**src/aux_timer_pkg.sv**
```systemverilog
// constants for the auxiliary timer reload and capture block
package aux_timer_pkg;
    localparam int TIMER_W = 16;
    localparam logic [15:0] TIMER_MAX = 16'hFFFF;
    localparam logic [15:0] TIMER_RST = 16'h0000;
    // block prescale codes, non-linear
    localparam logic [1:0] BPS_DIV4 = 2'h1;
    localparam logic [1:0] BPS_DIV8 = 2'h0;
    localparam logic [1:0] BPS_DIV16 = 2'h3;
    localparam logic [1:0] BPS_DIV32 = 2'h2;
    localparam logic [1:0] BPS_RST = BPS_DIV8;
    // terminal counts of the basic clock divider (factor - 1)
    localparam logic [4:0] BDIV_LAST4 = 5'h03;
    localparam logic [4:0] BDIV_LAST8 = 5'h07;
    localparam logic [4:0] BDIV_LAST16 = 5'h0F;
    localparam logic [4:0] BDIV_LAST32 = 5'h1F;
    localparam int PRESC_W = 7;
    // auxiliary mode codes
    localparam logic [2:0] MODE_TIMER = 3'h0;
    localparam logic [2:0] MODE_RELOAD = 3'h4;
    localparam logic [2:0] MODE_CAPTURE = 3'h5;
    // input select: in reload mode bit 2 picks the toggle latch, low bits the edge
    localparam int SEL_SRC_BIT = 2;
    localparam logic [1:0] EDGE_RISE = 2'h1;
    localparam logic [1:0] EDGE_FALL = 2'h2;
    localparam logic [1:0] EDGE_ANY = 2'h3;
endpackage

```
**src/aux_timer_reload_capture.sv**
```systemverilog
// core timer with two auxiliary timers: basic clock, reload and capture
`timescale 1ns/100ps
`default_nettype none
module aux_timer_reload_capture (
    // clock and reset
    input wire logic clock,
    input wire logic rst,
    // core control
    input wire logic [1:0] block_prescale_field,
    input wire logic [2:0] core_input_select,
    input wire logic core_run,
    input wire logic core_count_down,
    input wire logic core_output_enable,
    // auxiliary control, index 0 first, 1 second
    input wire logic [2:0] first_aux_mode_field,
    input wire logic [2:0] first_aux_input_select_field,
    input wire logic first_aux_run_flag,
    input wire logic [2:0] second_aux_mode_field,
    input wire logic [2:0] second_aux_input_select_field,
    input wire logic second_aux_run_flag,
    // software writes
    input wire logic core_wr,
    input wire logic [15:0] core_wdata,
    input wire logic first_aux_wr,
    input wire logic [15:0] first_aux_wdata,
    input wire logic second_aux_wr,
    input wire logic [15:0] second_aux_wdata,
    input wire logic latch_wr,
    input wire logic latch_wdata,
    // irq flag clears
    input wire logic core_irq_clr,
    input wire logic first_aux_irq_clr,
    input wire logic second_aux_irq_clr,
    // pins
    input wire logic first_aux_input_pin,
    input wire logic second_aux_input_pin,
    output logic core_toggle_output_pin,
    // state
    output logic [15:0] core_timer,
    output logic [15:0] first_aux_timer,
    output logic [15:0] second_aux_timer,
    output logic core_toggle_latch,
    output logic core_irq_flag,
    output logic first_aux_irq_flag,
    output logic second_aux_irq_flag
);
    logic [4:0] bdiv_ff;
    logic [4:0] bdiv_last;
    logic basic_tick_ff;
    logic [6:0] presc_ff;
    logic [1:0] pin_s1_ff;
    logic [1:0] pin_s2_ff;
    logic [1:0] samp_ff;
    logic [1:0] prev_ff;
    logic [1:0] pend_ff;
    logic [1:0] pend_latch_ff;
    logic [1:0] trig;
    logic [1:0] apply_reload;
    logic [1:0] apply_capture;
    logic [1:0] aux_cnt;
    logic [2:0] mode [2];
    logic [2:0] sel [2];
    logic [1:0] run;
    logic core_cnt_en;
    logic core_ovf;
    logic otl_rise;
    logic otl_fall;
    logic reload_latch;

    function automatic logic presc_hit(input logic [6:0] cnt, input logic [2:0] s);
        logic [6:0] m;
        m = 7'((8'h01 << s) - 8'h01);
        return (cnt & m) == m;
    endfunction

    function automatic logic edge_hit(input logic [1:0] e, input logic r, input logic f);
        logic h;
        h = 1'b0;
        case (e)
            aux_timer_pkg::EDGE_RISE: h = r;
            aux_timer_pkg::EDGE_FALL: h = f;
            aux_timer_pkg::EDGE_ANY: h = r | f;
            default: h = 1'b0;
        endcase
        return h;
    endfunction

    assign mode[0] = first_aux_mode_field;
    assign mode[1] = second_aux_mode_field;
    assign sel[0] = first_aux_input_select_field;
    assign sel[1] = second_aux_input_select_field;
    assign run = {second_aux_run_flag, first_aux_run_flag};

    // basic clock divider
    always_comb
    begin
        case (block_prescale_field)
            aux_timer_pkg::BPS_DIV4: bdiv_last = aux_timer_pkg::BDIV_LAST4;
            aux_timer_pkg::BPS_DIV16: bdiv_last = aux_timer_pkg::BDIV_LAST16;
            aux_timer_pkg::BPS_DIV32: bdiv_last = aux_timer_pkg::BDIV_LAST32;
            default: bdiv_last = aux_timer_pkg::BDIV_LAST8;
        endcase
    end

    always_ff @(posedge clock or posedge rst)
    begin
        if (rst)
        begin
            bdiv_ff <= '0;
            basic_tick_ff <= 1'b0;
        end
        else if (bdiv_ff >= bdiv_last)
        begin
            bdiv_ff <= '0;
            basic_tick_ff <= 1'b1;
        end
        else
        begin
            bdiv_ff <= bdiv_ff + 5'h01;
            basic_tick_ff <= 1'b0;
        end
    end

    // shared input prescaler, counts basic ticks
    always_ff @(posedge clock or posedge rst)
    begin
        if (rst)
            presc_ff <= '0;
        else if (basic_tick_ff)
            presc_ff <= presc_ff + 7'h01;
    end

    // pins: two-stage synchroniser, then basic clock sampling
    always_ff @(posedge clock or posedge rst)
    begin
        if (rst)
        begin
            pin_s1_ff <= '0;
            pin_s2_ff <= '0;
        end
        else
        begin
            pin_s1_ff <= {second_aux_input_pin, first_aux_input_pin};
            pin_s2_ff <= pin_s1_ff;
        end
    end

    always_ff @(posedge clock or posedge rst)
    begin
        if (rst)
        begin
            samp_ff <= '0;
            prev_ff <= '0;
        end
        else if (basic_tick_ff)
        begin
            samp_ff <= pin_s2_ff;
            prev_ff <= samp_ff;
        end
    end

    // core counting and hardware toggle-latch edges
    assign core_cnt_en = basic_tick_ff && core_run && presc_hit(presc_ff, core_input_select);
    assign core_ovf = core_cnt_en && !core_wr && (apply_reload == 2'b00) &&
        (core_count_down ? core_timer == aux_timer_pkg::TIMER_RST : core_timer == aux_timer_pkg::TIMER_MAX);
    // only overflow makes latch edges; software writes cannot
    assign otl_rise = core_ovf && !core_toggle_latch;
    assign otl_fall = core_ovf && core_toggle_latch;

    // trigger detection per auxiliary timer
    always_comb
    begin
        for (int i = 0; i < 2; i++)
        begin
            trig[i] = 1'b0;
            if (mode[i] == aux_timer_pkg::MODE_RELOAD)
            begin
                if (sel[i][aux_timer_pkg::SEL_SRC_BIT])
                    trig[i] = edge_hit(sel[i][1:0], otl_rise, otl_fall);
                else
                    trig[i] = edge_hit(sel[i][1:0], samp_ff[i] & ~prev_ff[i], ~samp_ff[i] & prev_ff[i]);
            end
            else if (mode[i] == aux_timer_pkg::MODE_CAPTURE)
                trig[i] = edge_hit(sel[i][1:0], samp_ff[i] & ~prev_ff[i], ~samp_ff[i] & prev_ff[i]);
            apply_reload[i] = basic_tick_ff && pend_ff[i] && mode[i] == aux_timer_pkg::MODE_RELOAD;
            apply_capture[i] = basic_tick_ff && pend_ff[i] && mode[i] == aux_timer_pkg::MODE_CAPTURE;
            // timer mode only: reload and capture modes stop the timer
            aux_cnt[i] = basic_tick_ff && run[i] && mode[i] == aux_timer_pkg::MODE_TIMER &&
                presc_hit(presc_ff, sel[i]);
        end
    end

    assign reload_latch = (apply_reload[0] && pend_latch_ff[0]) || (apply_reload[1] && pend_latch_ff[1]);

    // pending triggers, replaced every tick so each applies once
    always_ff @(posedge clock or posedge rst)
    begin
        if (rst)
        begin
            pend_ff <= '0;
            pend_latch_ff <= '0;
        end
        else if (basic_tick_ff)
        begin
            pend_ff <= trig;
            pend_latch_ff <= {sel[1][aux_timer_pkg::SEL_SRC_BIT], sel[0][aux_timer_pkg::SEL_SRC_BIT]};
        end
    end

    // core timer; a software write beats a reload in the same cycle
    always_ff @(posedge clock or posedge rst)
    begin
        if (rst)
            core_timer <= aux_timer_pkg::TIMER_RST;
        else if (core_wr)
            core_timer <= core_wdata;
        else if (apply_reload[1])
            core_timer <= second_aux_timer;
        else if (apply_reload[0])
            core_timer <= first_aux_timer;
        else if (core_cnt_en)
            core_timer <= core_count_down ? core_timer - 16'h0001 : core_timer + 16'h0001;
    end

    always_ff @(posedge clock or posedge rst)
    begin
        if (rst)
            core_toggle_latch <= 1'b0;
        else if (core_ovf)
            core_toggle_latch <= ~core_toggle_latch;
        else if (latch_wr)
            core_toggle_latch <= latch_wdata;
    end

    always_ff @(posedge clock or posedge rst)
    begin
        if (rst)
            core_toggle_output_pin <= 1'b0;
        else
            core_toggle_output_pin <= core_toggle_latch && core_output_enable;
    end

    // auxiliary registers
    always_ff @(posedge clock or posedge rst)
    begin
        if (rst)
            first_aux_timer <= aux_timer_pkg::TIMER_RST;
        else if (first_aux_wr)
            first_aux_timer <= first_aux_wdata;
        else if (apply_capture[0])
            first_aux_timer <= core_timer;
        else if (aux_cnt[0])
            first_aux_timer <= first_aux_timer + 16'h0001;
    end

    always_ff @(posedge clock or posedge rst)
    begin
        if (rst)
            second_aux_timer <= aux_timer_pkg::TIMER_RST;
        else if (second_aux_wr)
            second_aux_timer <= second_aux_wdata;
        else if (apply_capture[1])
            second_aux_timer <= core_timer;
        else if (aux_cnt[1])
            second_aux_timer <= second_aux_timer + 16'h0001;
    end

    // irq flags: a set in the clearing cycle wins
    always_ff @(posedge clock or posedge rst)
    begin
        if (rst)
        begin
            core_irq_flag <= 1'b0;
            first_aux_irq_flag <= 1'b0;
            second_aux_irq_flag <= 1'b0;
        end
        else
        begin
            core_irq_flag <= core_ovf || reload_latch || (core_irq_flag && !core_irq_clr);
            first_aux_irq_flag <= apply_reload[0] || apply_capture[0] ||
                (aux_cnt[0] && first_aux_timer == aux_timer_pkg::TIMER_MAX) ||
                (first_aux_irq_flag && !first_aux_irq_clr);
            second_aux_irq_flag <= apply_reload[1] || apply_capture[1] ||
                (aux_cnt[1] && second_aux_timer == aux_timer_pkg::TIMER_MAX) ||
                (second_aux_irq_flag && !second_aux_irq_clr);
        end
    end
endmodule
`default_nettype wire

```
**config.mk**
```make
export PLATFORM = sky130hd
export DESIGN_NAME = aux_timer_reload_capture
export DESIGN_NICKNAME = d
export VERILOG_FILES = /design/src/aux_timer_pkg.sv /design/src/aux_timer_reload_capture.sv
export SDC_FILE = /design/constraint.sdc
export NUM_CORES = 1
export LEC_CHECK = 0
export BUFFER_PORTS_ARGS = -buffer_cell sky130_fd_sc_hd__clkbuf_2
export CAP_MARGIN = 20
export CORE_ASPECT_RATIO = 0.5
export CORE_MARGIN = 2
export CORE_UTILIZATION = 25
export CTS_CLUSTER_SIZE = 14
export DETAILED_ROUTE_END_ITERATION = 8
export GPL_ROUTABILITY_DRIVEN = 0
export PLACE_DENSITY = 0.53
export SKIP_CTS_REPAIR_TIMING = 1
export SYNTH_ARGS = -nofsm -noshare
export SYNTH_HDL_FRONTEND = slang
export SYNTH_SLANG_ARGS = --single-unit
```
**constraint.sdc**
```tcl
create_clock -name clock -period 4 [get_ports clock]
set_clock_uncertainty 0.2 [all_clocks]
set_input_delay 0.6 -clock clock [delete_from_list [all_inputs] [get_ports clock]]
set_output_delay 0.6 -clock clock [all_outputs]
set_load 0.01 [all_outputs]
```
==> report_table.html <==
<table>
<tr><th>Metric</th><th>Value</th></tr>
<tr><th colspan="2">Outcome</th></tr>
<tr><td>Status</td><td>finished, final reports clean</td></tr>
<tr><th colspan="2">Clock tree</th></tr>
<tr><td>Buffer type at the clock tree root</td><td>sky130_fd_sc_hd__clkbuf_16</td></tr>
<tr><td>Clock Sinks</td><td>78</td></tr>
<tr><td>Later-pin clock latency in the skew report</td><td>0.36 ns</td></tr>
<tr><td>Clock buffers created by TritonCTS</td><td>9</td></tr>
<tr><td>Largest buffer count on any clock path</td><td>2</td></tr>
<tr><td>CTS tree</td><td>done</td></tr>
<tr><td>Clock slew at the register clock pins of the worst setup and hold paths</td><td>0.07 ns</td></tr>
<tr><td>CTS H-tree lvls</td><td>3</td></tr>
<tr><th colspan="2">Setup path</th></tr>
<tr><td>Crit path cell chain</td><td>clkbuf_2 -&gt; or3_1 -&gt; ha_1 -&gt; nor2_1 -&gt; a2111oi_0 -&gt; nand3_1 -&gt; o21ai_1 -&gt; buf_4 -&gt; mux2_2</td></tr>
<tr><td>Register-to-register setup slack</td><td>1.21 ns</td></tr>
<tr><td>CP Buf/Inv Count</td><td>2</td></tr>
<tr><td>Launch point of the critical path</td><td>first_aux_input_select_field[2]</td></tr>
<tr><td>Largest incremental delay on the critical path</td><td>0.41 ns</td></tr>
<tr><td>Launch instance of the worst register-to-register path</td><td>core_timer[0]</td></tr>
<tr><td>Cell family with most CP delay</td><td>simple AND/OR/NAND/NOR gates</td></tr>
<tr><td>End point of the critical path</td><td>first_aux_timer[1]</td></tr>
<tr><td>Element type at the critical path start</td><td>primary input</td></tr>
<tr><td>Worst setup path class</td><td>primary input to register</td></tr>
<tr><td>Data required time at the worst endpoint</td><td>4.05 ns</td></tr>
<tr><td>Element type at the critical path end</td><td>register</td></tr>
<tr><td>Crit Path Max Fanout</td><td>25</td></tr>
<tr><td>Worst flop-to-flop path endpoint</td><td>core_timer[4]</td></tr>
<tr><td>Library cell contributing the largest single delay on the critical path</td><td>sky130_fd_sc_hd__or3_1</td></tr>
<tr><td>WP data arrival</td><td>2.97 ns</td></tr>
<tr><td>Worst R2R Path Depth</td><td>8</td></tr>
<tr><td>Logic depth of the worst setup path including buffers</td><td>9</td></tr>
<tr><th colspan="2">Synth</th></tr>
<tr><td>Number of warnings printed during yosys synthesis</td><td>0</td></tr>
<tr><td>Number of nets produced by synthesis</td><td>863</td></tr>
<tr><td>Mapped Avg Cell Area</td><td>8.059 um^2</td></tr>
<tr><td>Main flop type after synthesis</td><td>sky130_fd_sc_hd__dfrtp_1</td></tr>
<tr><td>Async set-or-reset flop fraction in the synthesized netlist</td><td>100.0%</td></tr>
<tr><td>Post-Syn Area</td><td>6068 um^2</td></tr>
<tr><td>Unique cell type count in the Yosys netlist</td><td>67</td></tr>
<tr><td>Seq/Total Area, Yosys</td><td>32.16%</td></tr>
<tr><td>Synthesized instance count</td><td>753</td></tr>
<tr><td>Count of flip-flops with a built-in enable after synthesis</td><td>0</td></tr>
<tr><td>Register bit count reported by yosys</td><td>78</td></tr>
<tr><th colspan="2">STA</th></tr>
<tr><td>Actual transition at the worst max-transition pin</td><td>0.9128 ns</td></tr>
<tr><td>Final Hold Vio Count</td><td>0</td></tr>
<tr><td>Final-report setup violation count</td><td>0</td></tr>
<tr><td>Sum of negative setup slack</td><td>0 ns</td></tr>
<tr><td>Hold Slack</td><td>0.09076 ns</td></tr>
<tr><td>Clock period minus worst slack</td><td>2.918 ns</td></tr>
<tr><td>Normalized max-slew margin</td><td>39.00%</td></tr>
<tr><td>FMAX</td><td>342.8 MHz</td></tr>
<tr><td>Setup repair after global routing missed its margin</td><td>no</td></tr>
<tr><td>Share of the clock period used by the worst path</td><td>72.94%</td></tr>
<tr><td>Final slew viol count</td><td>0</td></tr>
<tr><th colspan="2">Final layout</th></tr>
<tr><td>Area of all sequential standard cells</td><td>1952 um^2</td></tr>
<tr><td>Final Net Count</td><td>974</td></tr>
<tr><td>Final standard cell utilization of the core</td><td>30.79%</td></tr>
<tr><td>Ratio of cells with drive above 1 in the final layout</td><td>20.48%</td></tr>
<tr><td>Area taken by multi-input logic gates</td><td>3825 um^2</td></tr>
<tr><td>Synth-to-Final Area Change</td><td>21.38%</td></tr>
<tr><td>Filler instances</td><td>2,556</td></tr>
<tr><th colspan="2">Min path</th></tr>
<tr><td>Worst hold path type</td><td>primary input to async pin</td></tr>
<tr><th colspan="2">Power and ir drop</th></tr>
<tr><td>Psw</td><td>1.460 mW</td></tr>
<tr><td>Overall Power</td><td>3.520 mW</td></tr>
<tr><td>Logic gate share of total power</td><td>36.4%</td></tr>
<tr><td>Sequential fraction of design power</td><td>37.9%</td></tr>
<tr><td>Static leakage</td><td>3.207 nW</td></tr>
<tr><td>Share of total power in the clock network</td><td>25.7%</td></tr>
<tr><td>Internal Pwr Total</td><td>2.060 mW</td></tr>
<tr><td>Power Dens Cells</td><td>477.9 nW/um^2</td></tr>
<tr><td>Net Sw Frac</td><td>41.48%</td></tr>
<tr><td>Worst voltage drop across the vdd grid</td><td>0.1578 mV</td></tr>
<tr><th colspan="2">Route</th></tr>
<tr><td>Iter 0 DRT Violations</td><td>536</td></tr>
<tr><td>Average wire per standard cell</td><td>18.15 um</td></tr>
<tr><td>Vias/cell</td><td>5.150</td></tr>
<tr><td>Antenna Violating Nets Remaining</td><td>0</td></tr>
<tr><td>Total routed wirelength</td><td>21,530 um</td></tr>
<tr><td>Via total after detailed routing</td><td>6,108</td></tr>
<tr><td>TritonRoute pass-1 iters</td><td>5</td></tr>
<tr><td>Number of DRC violations after detailed routing</td><td>0</td></tr>
<tr><th colspan="2">Floorplanning</th></tr>
<tr><td>Die ar.</td><td>25,610 um^2</td></tr>
<tr><td>Placeable core area</td><td>23,920 um^2</td></tr>
<tr><td>Num rows</td><td>40</td></tr>
<tr><td>Die extent in y</td><td>114.2 um</td></tr>
<tr><td>Die span in x</td><td>224.3 um</td></tr>
<tr><td>Initial core utilization</td><td>25.37%</td></tr>
<tr><td># IOs</td><td>135</td></tr>
<tr><th colspan="2">Job</th></tr>
<tr><td>Max Cap Viol</td><td>0</td></tr>
<tr><th colspan="2">Place</th></tr>
<tr><td>HPWL reported at the end of detailed placement</td><td>16,610 um</td></tr>
<tr><td>Number of buffers inserted by port buffering</td><td>134</td></tr>
<tr><th colspan="2">GRT</th></tr>
<tr><td>Via count of the first global-routing pass</td><td>5,898</td></tr>
<tr><td>Wire length of the first global-routing pass</td><td>33,200 um</td></tr>
<tr><td>Antenna violations before repair</td><td>2</td></tr>
<tr><td>Overall Global Routing Usage</td><td>16.80%</td></tr>
<tr><td>Largest net degree at the start of global routing</td><td>35</td></tr>
<tr><td>Overflow left after global routing</td><td>0</td></tr>
</table>
[final cells by class]
| type | instances | share of cell area, % |
|---|---|---|
| Tap cell | 315 | 5.351 |
| Antenna cell | 2 | 0.06795 |
| Timing Repair Buffer | 146 | 10.50 |
| Multi-Input combinational cell | 601 | 51.93 |
| Clock buffer | 9 | 3.058 |
| Sequential cell | 78 | 26.50 |
| Clock inverter | 7 | 1.155 |
| Inverter | 28 | 1.444 |
[cells by family (layout without fill, tap and decap cells)]
| kind of cell | count (synthesis) | count (layout) | share of synthesized area, % |
|---|---|---|---|
| flip-flops | 78 | 78 | 32.16 |
| other | 0 | 2 | 0 |
| AO/OA/AOI/OAI | 240 | 240 | 26.70 |
| multiplexers | 15 | 15 | 2.598 |
| buffers and inverters | 74 | 190 | 4.887 |
| XOR/XNOR | 34 | 34 | 4.907 |
| AND/OR/NAND/NOR | 284 | 284 | 22.85 |
| adder cells (fa/ha/maj) | 28 | 28 | 5.897 |
[worst min path at each step]
| stage | endpoint | start | cells after the start | slack (ns) |
|---|---|---|---|---|
| after floorplan | pin_s2_ff[0] | pin_s1_ff[0] | 0 | 0.13 |
| after global placement | pin_s2_ff[1] | pin_s1_ff[1] | 0 | 0.14 |
| after detailed placement | pin_s2_ff[1] | pin_s1_ff[1] | 0 | 0.14 |
| after CTS | bdiv_ff[4] | rst | 2 | 0.11 |
| after global routing | bdiv_ff[4] | rst | 2 | 0.12 |
| final | bdiv_ff[4] | rst | 2 | 0.09 |
[worst reg2reg max path: stages (launching register included)]
cell and delay [ns]:
sky130_fd_sc_hd__dfrtp_1 0.60, sky130_fd_sc_hd__inv_1 0.12, sky130_fd_sc_hd__fa_1 0.45, sky130_fd_sc_hd__nor2b_1 0.21
sky130_fd_sc_hd__o21a_1 0.15, sky130_fd_sc_hd__nor3_1 0.04, sky130_fd_sc_hd__or3b_2 0.44, sky130_fd_sc_hd__a311o_1 0.32
sky130_fd_sc_hd__a31oi_1 0.18
[through the flow]
stage	setup slack (ns)	std cells	cell area [um^2]
final	1.082	1186	7366
after global routing	0.9270	1184	7361
after CTS	1.121	1184	7361
after detailed placement	0.7481	1168	7051
after global placement	0.7793	1168	7051
after floorplan	0.9011	753	6068
[cell usage after synthesis (6+ instances only)]
cell	count	area share, %
sky130_fd_sc_hd__dfrtp_1	78	32
sky130_fd_sc_hd__ha_1	27	5.6
sky130_fd_sc_hd__a21o_1	9	1.1
sky130_fd_sc_hd__buf_2	9	0.74
sky130_fd_sc_hd__nor2_1	80	4.9
sky130_fd_sc_hd__nor3_1	15	1.2
sky130_fd_sc_hd__nand2b_1	19	2.0
sky130_fd_sc_hd__mux2i_1	9	1.5
sky130_fd_sc_hd__and3_1	6	0.62
sky130_fd_sc_hd__o21a_1	7	0.87
sky130_fd_sc_hd__nor3b_1	7	0.87
sky130_fd_sc_hd__mux2_2	6	1.1
sky130_fd_sc_hd__nor4_1	8	0.82
sky130_fd_sc_hd__o22ai_1	7	0.72
sky130_fd_sc_hd__xnor2_1	19	2.7
sky130_fd_sc_hd__nand4_1	12	1.2
sky130_fd_sc_hd__o31ai_1	8	0.99
sky130_fd_sc_hd__a21oi_1	68	5.6
sky130_fd_sc_hd__o211ai_1	18	2.2
sky130_fd_sc_hd__a211oi_1	19	2.4
sky130_fd_sc_hd__or3_1	7	0.72
sky130_fd_sc_hd__a21boi_0	7	0.87
sky130_fd_sc_hd__nand2_1	77	4.8
sky130_fd_sc_hd__o21ai_0	33	2.7
sky130_fd_sc_hd__xor2_1	15	2.2
sky130_fd_sc_hd__nand3_1	27	2.2
sky130_fd_sc_hd__inv_1	28	1.7
sky130_fd_sc_hd__clkbuf_1	36	2.2
sky130_fd_sc_hd__a31oi_1	12	1.2
[state kept, by name, summed over array words and instances (netlist names), 5 cells and up]
signal and count:
bdiv_ff 5, core_timer 16, first_aux_timer 16, presc_ff 7, second_aux_timer 16
[power by group through the flow]
| stage | logic [mW] | clock network (mW) | registers, mW |
|---|---|---|---|
| finish | 1.28 | 0.905 | 1.34 |
| global route | 1.45 | 0.955 | 1.37 |
| CTS | 1.29 | 0.926 | 1.34 |
| detailed placement | 1.28 | 0 | 1.35 |
| global placement | 1.27 | 0 | 1.35 |
| floorplan | 0.925 | 0 | 1.22 |
[cell usage in the layout, fill, tap and decap left out, types with 18 or more instances in the layout]
| master | count |
|---|---|
| sky130_fd_sc_hd__clkbuf_2 | 134 |
| sky130_fd_sc_hd__nor2_1 | 80 |
| sky130_fd_sc_hd__dfrtp_1 | 78 |
| sky130_fd_sc_hd__nand2_1 | 77 |
| sky130_fd_sc_hd__a21oi_1 | 68 |
| sky130_fd_sc_hd__o21ai_0 | 33 |
| sky130_fd_sc_hd__inv_1 | 27 |
| sky130_fd_sc_hd__nand3_1 | 27 |
| sky130_fd_sc_hd__ha_1 | 27 |
| sky130_fd_sc_hd__xnor2_1 | 19 |
| sky130_fd_sc_hd__a211oi_1 | 19 |
| sky130_fd_sc_hd__nand2b_1 | 19 |
| sky130_fd_sc_hd__o211ai_1 | 18 |
[metal layers]
metal	wire length [um]	vias to the layer above	global-route usage [%]
li1	-	3012	-
met1	9776	2936	21.14
met2	10520	136	28.96
met3	851	24	3.593
met4	383	0	5.298
met5	0	-	0
(Power assumes the default switching activity.)
